`config.mk`:
```
export PLATFORM = sky130hd
export DESIGN_NAME = sbc_ctrl
export DESIGN_NICKNAME = d
export VERILOG_FILES = /design/src/core/sbc_pkg.sv /design/src/core/sbc_ctrl.sv
export SDC_FILE = /design/constraint.sdc
export NUM_CORES = 1
export LEC_CHECK = 0
export ABC_CLOCK_PERIOD_IN_PS = 3500
export BUFFER_PORTS_ARGS = -buffer_cell sky130_fd_sc_hd__buf_2
export CORE_MARGIN = 10
export CORE_UTILIZATION = 25
export DETAILED_ROUTE_END_ITERATION = 10
export GPL_ROUTABILITY_DRIVEN = 0
export PLACE_DENSITY_LB_ADDON = 0.2
export SETUP_SLACK_MARGIN = 0.1
export SLEW_MARGIN = 20
export SYNTH_ARGS = -nofsm -noshare
export SYNTH_HDL_FRONTEND = slang
export SYNTH_SLANG_ARGS = --single-unit
```
`constraint.sdc`:
```
create_clock -name I_CLK -period 3.5 [get_ports I_CLK]
set_input_delay 0.35 -clock I_CLK [delete_from_list [all_inputs] [get_ports I_CLK]]
set_output_delay 0.35 -clock I_CLK [all_outputs]
set_load 0.005 [all_outputs]
```
`src/core/sbc_pkg.sv`:
```
// Package with constants and types for the burst SRAM port controller.
package sbc_pkg;

	// Minimum idle cycles after power-up, clock stop or relock.
	localparam int NOP_CYCLES = 1024;
	// Minimum clock stop time in ns.
	localparam int STOP_TIME_NS = 30;
	// System clock period in ns.
	localparam int CLK_PERIOD_NS = 50;
	// Stop time expressed in system cycles, rounded up, at least one.
	localparam int STOP_CYCLES_RAW = (STOP_TIME_NS + CLK_PERIOD_NS - 1) / CLK_PERIOD_NS;
	localparam int STOP_CYCLES = (STOP_CYCLES_RAW < 1) ? 1 : STOP_CYCLES_RAW;
	// Half period of the generated memory clock in system cycles.
	localparam int HALF_PERIOD = 2;
	// Register offsets of the controller's own command port.
	localparam logic [3:0] REG_CTRL = 4'h0;
	localparam logic [3:0] REG_STAT = 4'h1;
	localparam logic [3:0] REG_ADDR = 4'h2;
	localparam logic [3:0] REG_WD0 = 4'h3;
	localparam logic [3:0] REG_WD1 = 4'h4;
	localparam logic [3:0] REG_BE = 4'h5;
	localparam logic [3:0] REG_RD0 = 4'h6;
	localparam logic [3:0] REG_RD1 = 4'h7;
	// Control register field positions.
	localparam int CTRL_DLL_EN = 0;
	localparam int CTRL_STOP_MODE = 1;
	localparam int CTRL_ECHO_TIED = 2;
	localparam int CTRL_WRITE_GO = 3;
	localparam int CTRL_READ_GO = 4;
	localparam int CTRL_RELOCK = 5;
	// Control register reset value.
	localparam logic [31:0] CTRL_RESET = 32'h0000_0000;

	// Sequencer states, Gray coded along the path ST_OFF, ST_STOP, ST_LOCK, ST_READY.
	typedef enum logic [2:0] {
		ST_OFF   = 3'b000,
		ST_STOP  = 3'b001,
		ST_LOCK  = 3'b011,
		ST_READY = 3'b010
	} sbc_state_t;

endpackage

```
`src/core/sbc_ctrl.sv`:
```
// Host controller for a two-word burst SRAM with separate read and write ports.
//
// Operation
// - With DLL bypassed, wait 1024 idle cycles after clocks are stable.
// - With DLL enabled, raise the DLL-disable pin, then wait 1024 idle cycles.
// - With pin high and clocks unstable, stop clocks 30 ns, then 1024 idle cycles; the code stops the clocks only on a relock, never at start-up.
// - During clock stop, hold the true output clock low at least 30 ns.
// - After any clock stop, issue 1024 idle cycles before reads or writes.
// - On frequency change with DLL on, reset DLL and wait 1024 idle cycles.
// - Never run DLL enabled below 100 MHz; slow clocks need bypass; CTRL_DLL_EN still enables it at the 5 MHz memory clock.
// - Write select low at true clock rise; word 0 there, word 1 at complement.
// - Selects are sampled only at the true input clock rise.
// - Park true clocks low and complements high when stopping clocks.
// - Wide port: four low-active lane enables gate nine-bit lanes per beat.
// - Medium port: two low-active lane enables gate two nine-bit lanes.
// - Narrow port: one low-active enable gates all nine bits per beat.
// - Tied-high output clocks stay high and never toggle.
`timescale 1ns/10ps
`default_nettype none

module sbc_ctrl #(
	parameter int DW = 36,
	parameter int AW = 20,
	parameter int LANES = 4,
	parameter int NOP_COUNT = sbc_pkg::NOP_CYCLES
) (
	// Clock and reset.
	input  wire logic             I_CLK,
	input  wire logic             I_RESET,
	// Register port.
	input  wire logic [3:0]       I_REG_ADDR,
	input  wire logic [31:0]      I_REG_WDATA,
	input  wire logic             I_REG_WR,
	input  wire logic             I_REG_RD,
	output logic      [31:0]      O_REG_RDATA,
	// Memory clocks.
	output logic                  O_K,
	output logic                  O_K_N,
	output logic                  O_C,
	output logic                  O_C_N,
	// Memory control.
	output logic                  O_DLL_DISABLE_N,
	output logic                  O_READ_SEL_N,
	output logic                  O_WRITE_SEL_N,
	output logic      [AW-1:0]    O_ADDR,
	output logic      [LANES-1:0] O_LANE_WRITE_ENABLE_N,
	output logic      [DW-1:0]    O_D,
	// Memory read data and echo clock.
	input  wire logic [DW-1:0]    I_Q,
	input  wire logic             I_ECHO_TIMING_TRUE
);

	// Register state.
	logic [31:0]          ctrl_q;
	logic [AW-1:0]        addr_q;
	logic [DW-1:0]        wd0_q, wd1_q, rd0_q, rd1_q;
	logic [2*LANES-1:0]   be_q;
	logic                 wr_pend_q, rd_pend_q;
	logic [31:0]          rdata_q;
	// Sequencer and clock generator.
	sbc_pkg::sbc_state_t  state_q;
	logic [10:0]          cnt_q;
	logic [1:0]           div_q;
	logic                 phase_q;
	logic                 k_q, kn_q, c_q, cn_q, dll_disable_n_q;
	logic                 rsel_q, wsel_q;
	logic [AW-1:0]        oaddr_q;
	logic [LANES-1:0]     be_out_q;
	logic [DW-1:0]        d_q;
	// Read capture pipeline.
	logic [2:0]           rpipe_q;
	logic [1:0]           echo_sync_q;
	logic [DW-1:0]        q_s1_q, q_s2_q;
	logic                 wr_busy_q, rd_busy_q;
	logic                 relock_q;

	// Decodes.
	wire ready = (state_q == sbc_pkg::ST_READY);
	wire clocks_run = (state_q != sbc_pkg::ST_STOP);
	wire edge_now = clocks_run && (div_q == 2'(sbc_pkg::HALF_PERIOD - 1));
	wire k_rise = edge_now && !phase_q;
	wire kn_rise = edge_now && phase_q;
	// Pins move one cycle after a clock edge, so no rise ever meets a changing input.
	wire mid_phase = clocks_run && (div_q == 2'h0);
	wire set_low = mid_phase && !phase_q;
	wire set_high = mid_phase && phase_q;
	wire tied = ctrl_q[sbc_pkg::CTRL_ECHO_TIED];
	wire dll_en = ctrl_q[sbc_pkg::CTRL_DLL_EN];
	// A burst starts only where its select really stood at the true rise.
	wire start_wr = k_rise && !wsel_q;
	wire start_rd = k_rise && !rsel_q;
	wire go_wr = I_REG_WR && (I_REG_ADDR == sbc_pkg::REG_CTRL) && I_REG_WDATA[sbc_pkg::CTRL_WRITE_GO];
	wire go_rd = I_REG_WR && (I_REG_ADDR == sbc_pkg::REG_CTRL) && I_REG_WDATA[sbc_pkg::CTRL_READ_GO];
	wire go_rl = I_REG_WR && (I_REG_ADDR == sbc_pkg::REG_CTRL) && I_REG_WDATA[sbc_pkg::CTRL_RELOCK];
	wire [31:0] stat_word = {24'h0, echo_sync_q[1], rd_busy_q, wr_busy_q, rd_pend_q, wr_pend_q,
		state_q};

	// Read mux; unmapped offsets read zero.
	logic [31:0] rmux;
	always_comb begin
		rmux = 32'h0;
		unique case (I_REG_ADDR)
			sbc_pkg::REG_CTRL: rmux = ctrl_q;
			sbc_pkg::REG_STAT: rmux = stat_word;
			sbc_pkg::REG_ADDR: rmux = 32'(addr_q);
			sbc_pkg::REG_WD0:  rmux = 32'(wd0_q);
			sbc_pkg::REG_WD1:  rmux = 32'(wd1_q);
			sbc_pkg::REG_BE:   rmux = 32'(be_q);
			sbc_pkg::REG_RD0:  rmux = 32'(rd0_q);
			sbc_pkg::REG_RD1:  rmux = 32'(rd1_q);
			default:           rmux = 32'h0;
		endcase
	end

	// Register writes; a new go request wins over completion clearing.
	always_ff @(posedge I_CLK) begin
		if (I_RESET) begin
			ctrl_q    <= sbc_pkg::CTRL_RESET;
			addr_q    <= '0;
			wd0_q     <= '0;
			wd1_q     <= '0;
			be_q      <= '1;
			wr_pend_q <= 1'b0;
			rd_pend_q <= 1'b0;
			relock_q  <= 1'b0;
			rdata_q   <= 32'h0;
		end else begin
			rdata_q <= I_REG_RD ? rmux : 32'h0;
			if (I_REG_WR && I_REG_ADDR == sbc_pkg::REG_CTRL) begin
				ctrl_q <= {26'h0, 3'b000, I_REG_WDATA[2:0]};
			end
			if (I_REG_WR && I_REG_ADDR == sbc_pkg::REG_ADDR) begin
				addr_q <= I_REG_WDATA[AW-1:0];
			end
			if (I_REG_WR && I_REG_ADDR == sbc_pkg::REG_WD0) begin
				wd0_q <= DW'(I_REG_WDATA);
			end
			if (I_REG_WR && I_REG_ADDR == sbc_pkg::REG_WD1) begin
				wd1_q <= DW'(I_REG_WDATA);
			end
			if (I_REG_WR && I_REG_ADDR == sbc_pkg::REG_BE) begin
				be_q <= I_REG_WDATA[2*LANES-1:0];
			end
			wr_pend_q <= go_wr || (wr_pend_q && !start_wr);
			rd_pend_q <= go_rd || (rd_pend_q && !start_rd);
			relock_q  <= go_rl || (relock_q && state_q != sbc_pkg::ST_STOP);
		end
	end

	// Start-up sequencer: count idle cycles of the memory clock; a relock stops the clocks first.
	always_ff @(posedge I_CLK) begin
		if (I_RESET) begin
			state_q <= sbc_pkg::ST_OFF;
			cnt_q   <= '0;
			dll_disable_n_q  <= 1'b0;
		end else begin
			unique case (state_q)
				sbc_pkg::ST_OFF: begin
					dll_disable_n_q  <= dll_en;
					cnt_q   <= '0;
					state_q <= ctrl_q[sbc_pkg::CTRL_STOP_MODE] ? sbc_pkg::ST_STOP
						: sbc_pkg::ST_LOCK;
				end
				sbc_pkg::ST_STOP: begin
					// Clocks parked for the stop time before restarting.
					cnt_q <= cnt_q + 11'h1;
					// The park outlasts a running half period so the far side sees a real stop.
					if (cnt_q >= 11'(sbc_pkg::STOP_CYCLES + sbc_pkg::HALF_PERIOD - 1)) begin
						cnt_q   <= '0;
						state_q <= sbc_pkg::ST_LOCK;
					end
				end
				sbc_pkg::ST_LOCK: begin
					// Only idle cycles are issued while waiting for lock.
					if (k_rise) begin
						cnt_q <= cnt_q + 11'h1;
					end
					if (k_rise && cnt_q >= 11'(NOP_COUNT - 1)) begin
						state_q <= sbc_pkg::ST_READY;
					end
				end
				sbc_pkg::ST_READY: begin
					// A relock request stops the clocks and repeats the wait.
					if (relock_q) begin
						dll_disable_n_q  <= dll_en;
						cnt_q   <= '0;
						state_q <= sbc_pkg::ST_STOP;
					end
				end
				default: state_q <= sbc_pkg::ST_OFF;
			endcase
		end
	end

	// Clock divider; stopped clocks park K low, C low unless tied high, and complements high.
	always_ff @(posedge I_CLK) begin
		if (I_RESET) begin
			div_q   <= '0;
			phase_q <= 1'b0;
			k_q     <= 1'b0;
			kn_q    <= 1'b1;
			c_q     <= 1'b0;
			cn_q    <= 1'b1;
		end else if (!clocks_run) begin
			div_q   <= '0;
			phase_q <= 1'b0;
			k_q     <= 1'b0;
			kn_q    <= 1'b1;
			c_q     <= tied;
			cn_q    <= 1'b1;
		end else begin
			div_q <= edge_now ? 2'h0 : div_q + 2'h1;
			if (edge_now) begin
				phase_q <= !phase_q;
				k_q     <= !phase_q;
				kn_q    <= phase_q;
				c_q     <= tied ? 1'b1 : !phase_q;
				cn_q    <= tied ? 1'b1 : phase_q;
			end
		end
	end

	// Command and data drive, changed in the middle of a half period for setup and hold.
	always_ff @(posedge I_CLK) begin
		if (I_RESET) begin
			rsel_q   <= 1'b1;
			wsel_q   <= 1'b1;
			oaddr_q  <= '0;
			be_out_q <= '1;
			d_q      <= '0;
		end else if (set_low) begin
			// Selects and the first beat are set up for the next true rise.
			rsel_q   <= !(ready && rd_pend_q);
			wsel_q   <= !(ready && wr_pend_q);
			oaddr_q  <= addr_q;
			be_out_q <= (ready && wr_pend_q) ? be_q[LANES-1:0] : '1;
			d_q      <= wd0_q;
		end else if (set_high && wr_busy_q) begin
			// Second beat with its own lane pattern.
			be_out_q <= be_q[2*LANES-1:LANES];
			d_q      <= wd1_q;
		end
	end

	// Burst tracking and read capture of two words after the read edge.
	always_ff @(posedge I_CLK) begin
		if (I_RESET) begin
			wr_busy_q   <= 1'b0;
			rd_busy_q   <= 1'b0;
			rpipe_q     <= '0;
			echo_sync_q <= '0;
			q_s1_q      <= '0;
			q_s2_q      <= '0;
			rd0_q       <= '0;
			rd1_q       <= '0;
		end else begin
			echo_sync_q <= {echo_sync_q[0], I_ECHO_TIMING_TRUE};
			q_s1_q      <= I_Q;
			q_s2_q      <= q_s1_q;
			if (start_wr) begin
				wr_busy_q <= 1'b1;
			end else if (kn_rise) begin
				wr_busy_q <= 1'b0;
			end
			if (start_rd) begin
				rd_busy_q <= 1'b1;
			end else if (set_low && rpipe_q[2] && rpipe_q[1:0] == 2'b00) begin
				rd_busy_q <= 1'b0;
			end
			// One bit per true rise; back-to-back reads each keep their own slot.
			if (k_rise) begin
				rpipe_q <= {rpipe_q[1:0], start_rd};
			end
			// Word 0 lands at the complement rise of t+1 and word 1 at the true rise of t+2;
			// the two-stage sync shows each of them one half period later.
			if (set_high && rpipe_q[2]) begin
				rd0_q <= q_s2_q;
			end
			if (set_low && rpipe_q[2]) begin
				rd1_q <= q_s2_q;
			end
		end
	end

	// Outputs straight from flip-flops.
	assign O_REG_RDATA           = rdata_q;
	assign O_K                   = k_q;
	assign O_K_N                 = kn_q;
	assign O_C                   = c_q;
	assign O_C_N                 = cn_q;
	assign O_DLL_DISABLE_N       = dll_disable_n_q;
	assign O_READ_SEL_N          = rsel_q;
	assign O_WRITE_SEL_N         = wsel_q;
	assign O_ADDR                = oaddr_q;
	assign O_LANE_WRITE_ENABLE_N = be_out_q;
	assign O_D                   = d_q;

endmodule

`default_nettype wire

```
After elaboration in Yosys (flattened, before gate mapping). Cells that the tools add are included.

Register bits after elaboration: 348. Bits in latches: 0. RAM bits: 0. Bits in read-only memories: 0. Bits of input ports: 77. Output and inout bits: 99. Word-level logic and storage cells: 129. Memories kept: 0.

$add $sub $neg: 2. Multipliers: 0. Div/mod/pow operators: 0. Magnitude comparators: 2. Equal/unequal tests: 17. Shifts and indexed selects: 0. Muxes and demuxes: 25. Bitwise gates (word level): 2. Reduce and logical (&&, ||, !) cells: 51.

Operators by type and width (number): one-hot mux 32 bit (8 select lines) (1); two-way mux 36 bit (2); one-hot mux 11 bit (4 select lines) (1); two-way mux 11 bit (3); logical AND 1 bit (26); == test 4 x 3 -> 1 bit (second input constant) (4); two-way mux 4 bit (3); one-hot mux 3 bit (4 select lines) (1); adder 11 x 1 -> 11 bit (second input constant) (1); >= comparator 11 x 10 -> 1 bit (second input constant) (1); >= comparator 11 x 2 -> 1 bit (second input constant) (1); two-way mux 1 bit (9); two-way mux 3 bit (3); == test 4 x 2 -> 1 bit (second input constant) (2); inequality test 2 bit (second input constant) (4); nonzero test 2 bit (4); logical NOT 1 bit (7); == test 3 x 2 -> 1 bit (second input constant) (2); AND reduction 3 bit (2); == test 4 x 1 -> 1 bit (second input constant) (1); logical NOT 2 bit (2); logical NOT 4 bit (1); nonzero test 4 bit (1); OR reduction 2 bit (2); 12 further kinds (15).

Longest topological paths before layout.
Word-level depth: 7. Gate-level depth with buffers: 8. Depth with buffers taken out: 6.

Least setup slack after synthesis. Ideal clock, no wire load.

Kind: register to register. Start point: reg div_q[0]. End point: reg cnt_q[9]. Library setup time: 0.070 ns. Arrival time: 1.633 ns. Required time: 3.430 ns. Path slack: 1.798 ns. Stages on the path, launching flop included: 8. Period minus slack after synthesis: 1.702 ns. Path through: dfxtp_1 ha_1 buf_2 nand3b_4 and3_4 buf_6 or4_1 a21oi_1.

Word-level cells in the longest chain between the ends: 5.

RTL lines: start: declaration (RTL line sbc_ctrl.sv:63) `logic [1:0] div_q;`; start signal: assignment (RTL line sbc_ctrl.sv:212) `div_q <= edge_now ? 2'h0 : div_q + 2'h1;`; == test 2 x 1 -> 1 bit (RTL line sbc_ctrl.sv:80) `wire edge_now = clocks_run && (div_q == 2'(sbc_pkg::HALF_PERIOD - 1));`; logical AND 1 bit (RTL line sbc_ctrl.sv:80); logical AND 1 bit (RTL line sbc_ctrl.sv:81) `wire k_rise = edge_now && !phase_q;`; inequality test 2 bit (no line); AND reduction 3 bit (no line); end signal: assignment (RTL line sbc_ctrl.sv:166) `cnt_q <= cnt_q + 11'h1;`; end signal: assignment (RTL line sbc_ctrl.sv:176) `cnt_q <= cnt_q + 11'h1;`; end: declaration (RTL line sbc_ctrl.sv:62) `logic [10:0] cnt_q;`.

No other way between the ends. A chain may end at the register's enable or synchronous reset.

Worst setup path after layout.
Start point: reg state_q[1]. End point: reg d_q[28], in the netlist O_D[28].

Word-level cells in the longest chain between the ends: 5. Elaborated cells on any way between the ends: 7.

RTL lines: start: declaration (RTL line sbc_ctrl.sv:61) `sbc_pkg::sbc_state_t state_q;`; start signal: assignment (RTL line sbc_ctrl.sv:153) `state_q <= sbc_pkg::ST_OFF;`; start signal: assignment (RTL line sbc_ctrl.sv:161) `state_q <= ctrl_q[sbc_pkg::CTRL_STOP_MODE] ? sbc_pkg::ST_STOP`; start signal: assignment (RTL line sbc_ctrl.sv:170) `state_q <= sbc_pkg::ST_LOCK;`; inequality test 3 x 1 -> 1 bit (*) (RTL line sbc_ctrl.sv:79) `wire clocks_run = (state_q != sbc_pkg::ST_STOP);`; logical AND 1 bit (*) (RTL line sbc_ctrl.sv:84) `wire mid_phase = clocks_run && (div_q == 2'h0);`; logical AND 1 bit (RTL line sbc_ctrl.sv:86) `wire set_high = mid_phase && phase_q;`; logical AND 1 bit (RTL line sbc_ctrl.sv:238) `end else if (set_high && wr_busy_q) begin`; nonzero test 2 bit (no line); end signal: assignment (RTL line sbc_ctrl.sv:237) `d_q <= wd0_q;`; end signal: assignment (RTL line sbc_ctrl.sv:241) `d_q <= wd1_q;`; end: declaration (RTL line sbc_ctrl.sv:69) `logic [DW-1:0] d_q;`.

Every way passes the cells marked *; elsewhere a longest branch is shown, timed or not.

==> run_summary.xml <==
<?xml version="1.0" encoding="UTF-8"?>
<metrics>
  <group name="sta">
    <metric name="grt_setup_unrepaired" unit="">no</metric>
    <metric name="fin_skew" unit="ns">0.0179</metric>
    <metric name="timing.final.max_slew_violations" unit="">0</metric>
    <metric name="finalSetupViolations" unit="">0</metric>
    <metric name="final_critical_path_required_period" unit="ns">2.47</metric>
    <metric name="setup-tns-final" unit="ns">0</metric>
    <metric name="fin_crit_sh" unit="">0.705</metric>
    <metric name="achievable_frequency" unit="MHz">405</metric>
    <metric name="maxSlewHeadroom" unit="">0.330</metric>
    <metric name="tightestPinTransition" unit="ns">1.00</metric>
    <metric name="timing.hold.ws" unit="ns">0.0416</metric>
    <metric name="timing_hold_violations_final" unit="">0</metric>
  </group>
  <group name="power">
    <metric name="power_frac_clock" unit="">0.462</metric>
    <metric name="worst_ir_drop_vdd" unit="mV">0.268</metric>
    <metric name="seq_power_share" unit="">0.452</metric>
    <metric name="power_frac_comb" unit="">0.086</metric>
    <metric name="power.switching" unit="mW">2.28</metric>
    <metric name="netSwitchingFraction" unit="">0.248</metric>
    <metric name="power_report.internal_total" unit="mW">6.91</metric>
    <metric name="static-leakage-power" unit="nW">5.57</metric>
    <metric name="pwr_density_cell" unit="mW/mm^2">593</metric>
  </group>
  <group name="die">
    <metric name="die_y" unit="microns">244</metric>
    <metric name="ioPinCount" unit="">176</metric>
    <metric name="overall_die_area" unit="sq mm">0.0597</metric>
    <metric name="die_w" unit="microns">244</metric>
    <metric name="initial_utilization" unit="">0.252</metric>
    <metric name="floorplan.core_area" unit="sq mm">0.0500</metric>
    <metric name="std_cell_rows" unit="">82</metric>
  </group>
  <group name="final_layout">
    <metric name="num-nets-final" unit="">1676</metric>
    <metric name="post_route_cells_drive_above_1_share" unit="">0.168</metric>
    <metric name="final_core_util" unit="">0.310</metric>
    <metric name="layout-area-overhead-vs-synth" unit="%">23.1</metric>
  </group>
  <group name="yosys">
    <metric name="ys_async_sr_fraction" unit="">0</metric>
    <metric name="yosysTopAreaCellShare" unit="">0.546</metric>
    <metric name="yosysWarningCount" unit="">0</metric>
    <metric name="seq_area_frac_synth" unit="">0.546</metric>
    <metric name="synth_edf_count" unit="">0</metric>
    <metric name="synth_largest_area_cell" unit="">sky130_fd_sc_hd__dfxtp_1</metric>
    <metric name="syn-cell-area" unit="sq mm">0.0126</metric>
    <metric name="netlist_top_cells_area" unit="">sky130_fd_sc_hd__dfxtp_1 (55%), sky130_fd_sc_hd__nand2_1 (11%), sky130_fd_sc_hd__a21oi_1 (8.0%)</metric>
    <metric name="postSynthAreaPerCell" unit="sq um">8.59</metric>
    <metric name="synth_cells" unit="">1464</metric>
    <metric name="synth.distinct_cells" unit="">55</metric>
    <metric name="postSynthRegisterBits" unit="">343</metric>
    <metric name="synth-main-ff-cell" unit="">sky130_fd_sc_hd__dfxtp_1</metric>
  </group>
  <group name="min_path">
    <metric name="worst_hold_path.endpoint" unit="">q_s1_q[17]</metric>
    <metric name="min_path_type" unit="">in -&gt; reg</metric>
    <metric name="hold_depth" unit="">2</metric>
    <metric name="timing.hold.worst.start" unit="">I_Q[17]</metric>
  </group>
  <group name="critical_path">
    <metric name="worstSetupStartpointType" unit="">register</metric>
    <metric name="worst_path_class_setup" unit="">reg -&gt; reg</metric>
    <metric name="rr_startpoint" unit="">state_q[1]</metric>
    <metric name="crit_end_element" unit="">register</metric>
    <metric name="critPathArrivalTime" unit="ns">2.92</metric>
    <metric name="path_max_fanout" unit="">24</metric>
    <metric name="crit-reg2reg-capture" unit="">O_D[28]</metric>
    <metric name="reg2regPathDepth" unit="">5</metric>
    <metric name="worst_path_required_time" unit="ns">3.95</metric>
    <metric name="r2r_slack" unit="ns">1.03</metric>
  </group>
  <group name="clocking">
    <metric name="tritoncts.num_buffers" unit="">40</metric>
    <metric name="cts_tree" unit="">done</metric>
    <metric name="clock_latency" unit="ns">0.55</metric>
    <metric name="postCtsSetupBuffers" unit="">0</metric>
    <metric name="clock_path_buffers" unit="">3</metric>
    <metric name="clock_sink_count" unit="">343</metric>
    <metric name="ctsHoldBuffers" unit="">12</metric>
    <metric name="cts_resized" unit="">0</metric>
    <metric name="clock_tree.root_cell" unit="">sky130_fd_sc_hd__clkbuf_16</metric>
    <metric name="cts.htree.levels" unit="">2</metric>
    <metric name="cts.clk_slew.worst_paths" unit="ns">0.06</metric>
  </group>
  <group name="detailed_routing">
    <metric name="drt-total-wl" unit="microns">43600</metric>
    <metric name="drt-vias-per-instance" unit="">4.67</metric>
    <metric name="drt-wirelength-per-cell" unit="microns">19.0</metric>
    <metric name="vias" unit="">10700</metric>
    <metric name="remaining_antenna_violation_count" unit="">0</metric>
    <metric name="dr.first_iter.drc_count" unit="">842</metric>
    <metric name="number_of_iterations_in_the_first_detailed_routing_pass" unit="">5</metric>
    <metric name="route.detailed.drc" unit="">0</metric>
  </group>
  <group name="place">
    <metric name="buffers_added_on_ports" unit="">167</metric>
    <metric name="hpwlAfterDp" unit="microns">29500</metric>
  </group>
  <group name="global_route">
    <metric name="first_global_vias" unit="">10400</metric>
    <metric name="grt_antenna_before_repair" unit="">6</metric>
    <metric name="grt_first_pass_wirelength" unit="microns">66000</metric>
    <metric name="globalRouteOverflowTotal" unit="">0</metric>
    <metric name="grt_max_degree" unit="">135</metric>
    <metric name="global_route.usage.total" unit="">0.141</metric>
  </group>
  <group name="outcome">
    <metric name="outcome" unit="">completed</metric>
  </group>
  <group name="flow_run">
    <metric name="timing.max_cap.violations" unit="">0</metric>
  </group>
</metrics>
==> sequential cells by signal, summed over array words and instances, names as in the netlist, 2 cells and up <==
register               cells
div_q                      2
q_s1_q                    32
ctrl_q                     3
echo_sync_q                2
state_q                    2
rd0_q                     32
O_REG_RDATA               32
cnt_q                     11
addr_q                    20
q_s2_q                    32
rd1_q                     32
O_LANE_WRITE_ENABLE_N      4
wd1_q                     32
O_ADDR                    20
wd0_q                     32
O_D                       32
rpipe_q                    3
be_q                       8
==> critical path, stage by stage, from the launching register on <==
cell	delay, ns
sky130_fd_sc_hd__dfxtp_1	0.69
sky130_fd_sc_hd__nand2b_1	0.45
sky130_fd_sc_hd__and3_1	0.47
sky130_fd_sc_hd__buf_4	0.41
sky130_fd_sc_hd__nor2_1	0.07
sky130_fd_sc_hd__a211oi_1	0.23
==> Yosys cell counts, types with 16 or more instances <==
| cell | number |
|---|---|
| sky130_fd_sc_hd__a211oi_1 | 33 |
| sky130_fd_sc_hd__a21oi_1 | 202 |
| sky130_fd_sc_hd__a22oi_1 | 62 |
| sky130_fd_sc_hd__a31oi_1 | 23 |
| sky130_fd_sc_hd__buf_2 | 31 |
| sky130_fd_sc_hd__clkbuf_1 | 76 |
| sky130_fd_sc_hd__dfxtp_1 | 343 |
| sky130_fd_sc_hd__nand2_1 | 385 |
| sky130_fd_sc_hd__nand3_1 | 16 |
| sky130_fd_sc_hd__nor2_1 | 57 |
| sky130_fd_sc_hd__nor2b_1 | 68 |
| sky130_fd_sc_hd__o22ai_1 | 35 |
==> area by class of cell <==
class	count	area [sq um]
fill	5370	34500
sequential	343	6870
multi-input combinational	994	5190
clock buffer	59	1230
timing repair buffer	206	1200
tap	672	841
clock inverter	11	116
inverter	10	37.5
antenna	2	5.00
==> routing by layer <==
layer | vias up | track usage | share of wire
met4 | 4 | 0.0519 | 0.031
met5 | - | 0 | 0.00062
met1 | 5064 | 0.194 | 0.47
met2 | 320 | 0.211 | 0.43
met3 | 81 | 0.0329 | 0.066
li1 | 5259 | - | -
==> kinds of logic (layout without fill, tap and decap cells) <==
group | count (synthesis) | after routing | share of synthesized area
compound gates | 383 | 383 | 0.181
buf+inv | 130 | 286 | 0.0448
xor+xnor | 6 | 6 | 0.00418
other cells | 1 | 6 | 0.000298
fa+ha+maj | 4 | 4 | 0.00398
simple gates | 584 | 584 | 0.209
mux | 13 | 13 | 0.0113
flops | 343 | 343 | 0.546
==> cell usage in the layout, fill, tap and decap left out, types with 16 or more instances in the layout <==
cell type and n:
sky130_fd_sc_hd__a211oi_1 33, sky130_fd_sc_hd__a21oi_1 202, sky130_fd_sc_hd__a22oi_1 62, sky130_fd_sc_hd__a31oi_1 23, sky130_fd_sc_hd__buf_2 166, sky130_fd_sc_hd__buf_4 25, sky130_fd_sc_hd__clkbuf_16 41, sky130_fd_sc_hd__dfxtp_1 342
sky130_fd_sc_hd__nand2_1 385, sky130_fd_sc_hd__nand3_1 16, sky130_fd_sc_hd__nor2_1 56, sky130_fd_sc_hd__nor2b_1 68, sky130_fd_sc_hd__o22ai_1 35
==> power by group through the flow <==
stage                     clock, mW  sequential (mW)  combinational (mW)
after global routing           4.53             4.17               0.869
after detailed placement          0             4.24               0.791
final                          4.24             4.15               0.791
after floorplan                   0             4.20               0.462
after global placement            0             4.24               0.786
after CTS                      4.38             4.16               0.802
==> per-stage QoR <==
stage	cell area [sq um]	setup WS [ns]	power [mW]	std cells
2_1_floorplan	12600	1.80	4.66	1467
3_3_place_gp	14000	1.10	5.02	2212
3_5_place_dp	14000	1.05	5.03	2212
4_1_cts	15500	1.03	9.34	2294
5_1_grt	15500	0.848	9.57	2297
6_report	15500	1.03	9.19	2297
==> worst max-delay path by stage <==
stage                     startpoint  endpoint  slack [ns]  cells past startpoint
after global routing      state_q[1]   O_D[31]        0.85                      5
after global placement    state_q[1]   O_D[26]        1.10                      5
after floorplan             div_q[0]  cnt_q[9]        1.80                      7
after detailed placement  state_q[1]   O_D[22]        1.05                      5
final                     state_q[1]   O_D[28]        1.03                      5
after CTS                 state_q[1]   O_D[22]        1.03                      5
Power figures use the tool's default switching activity.
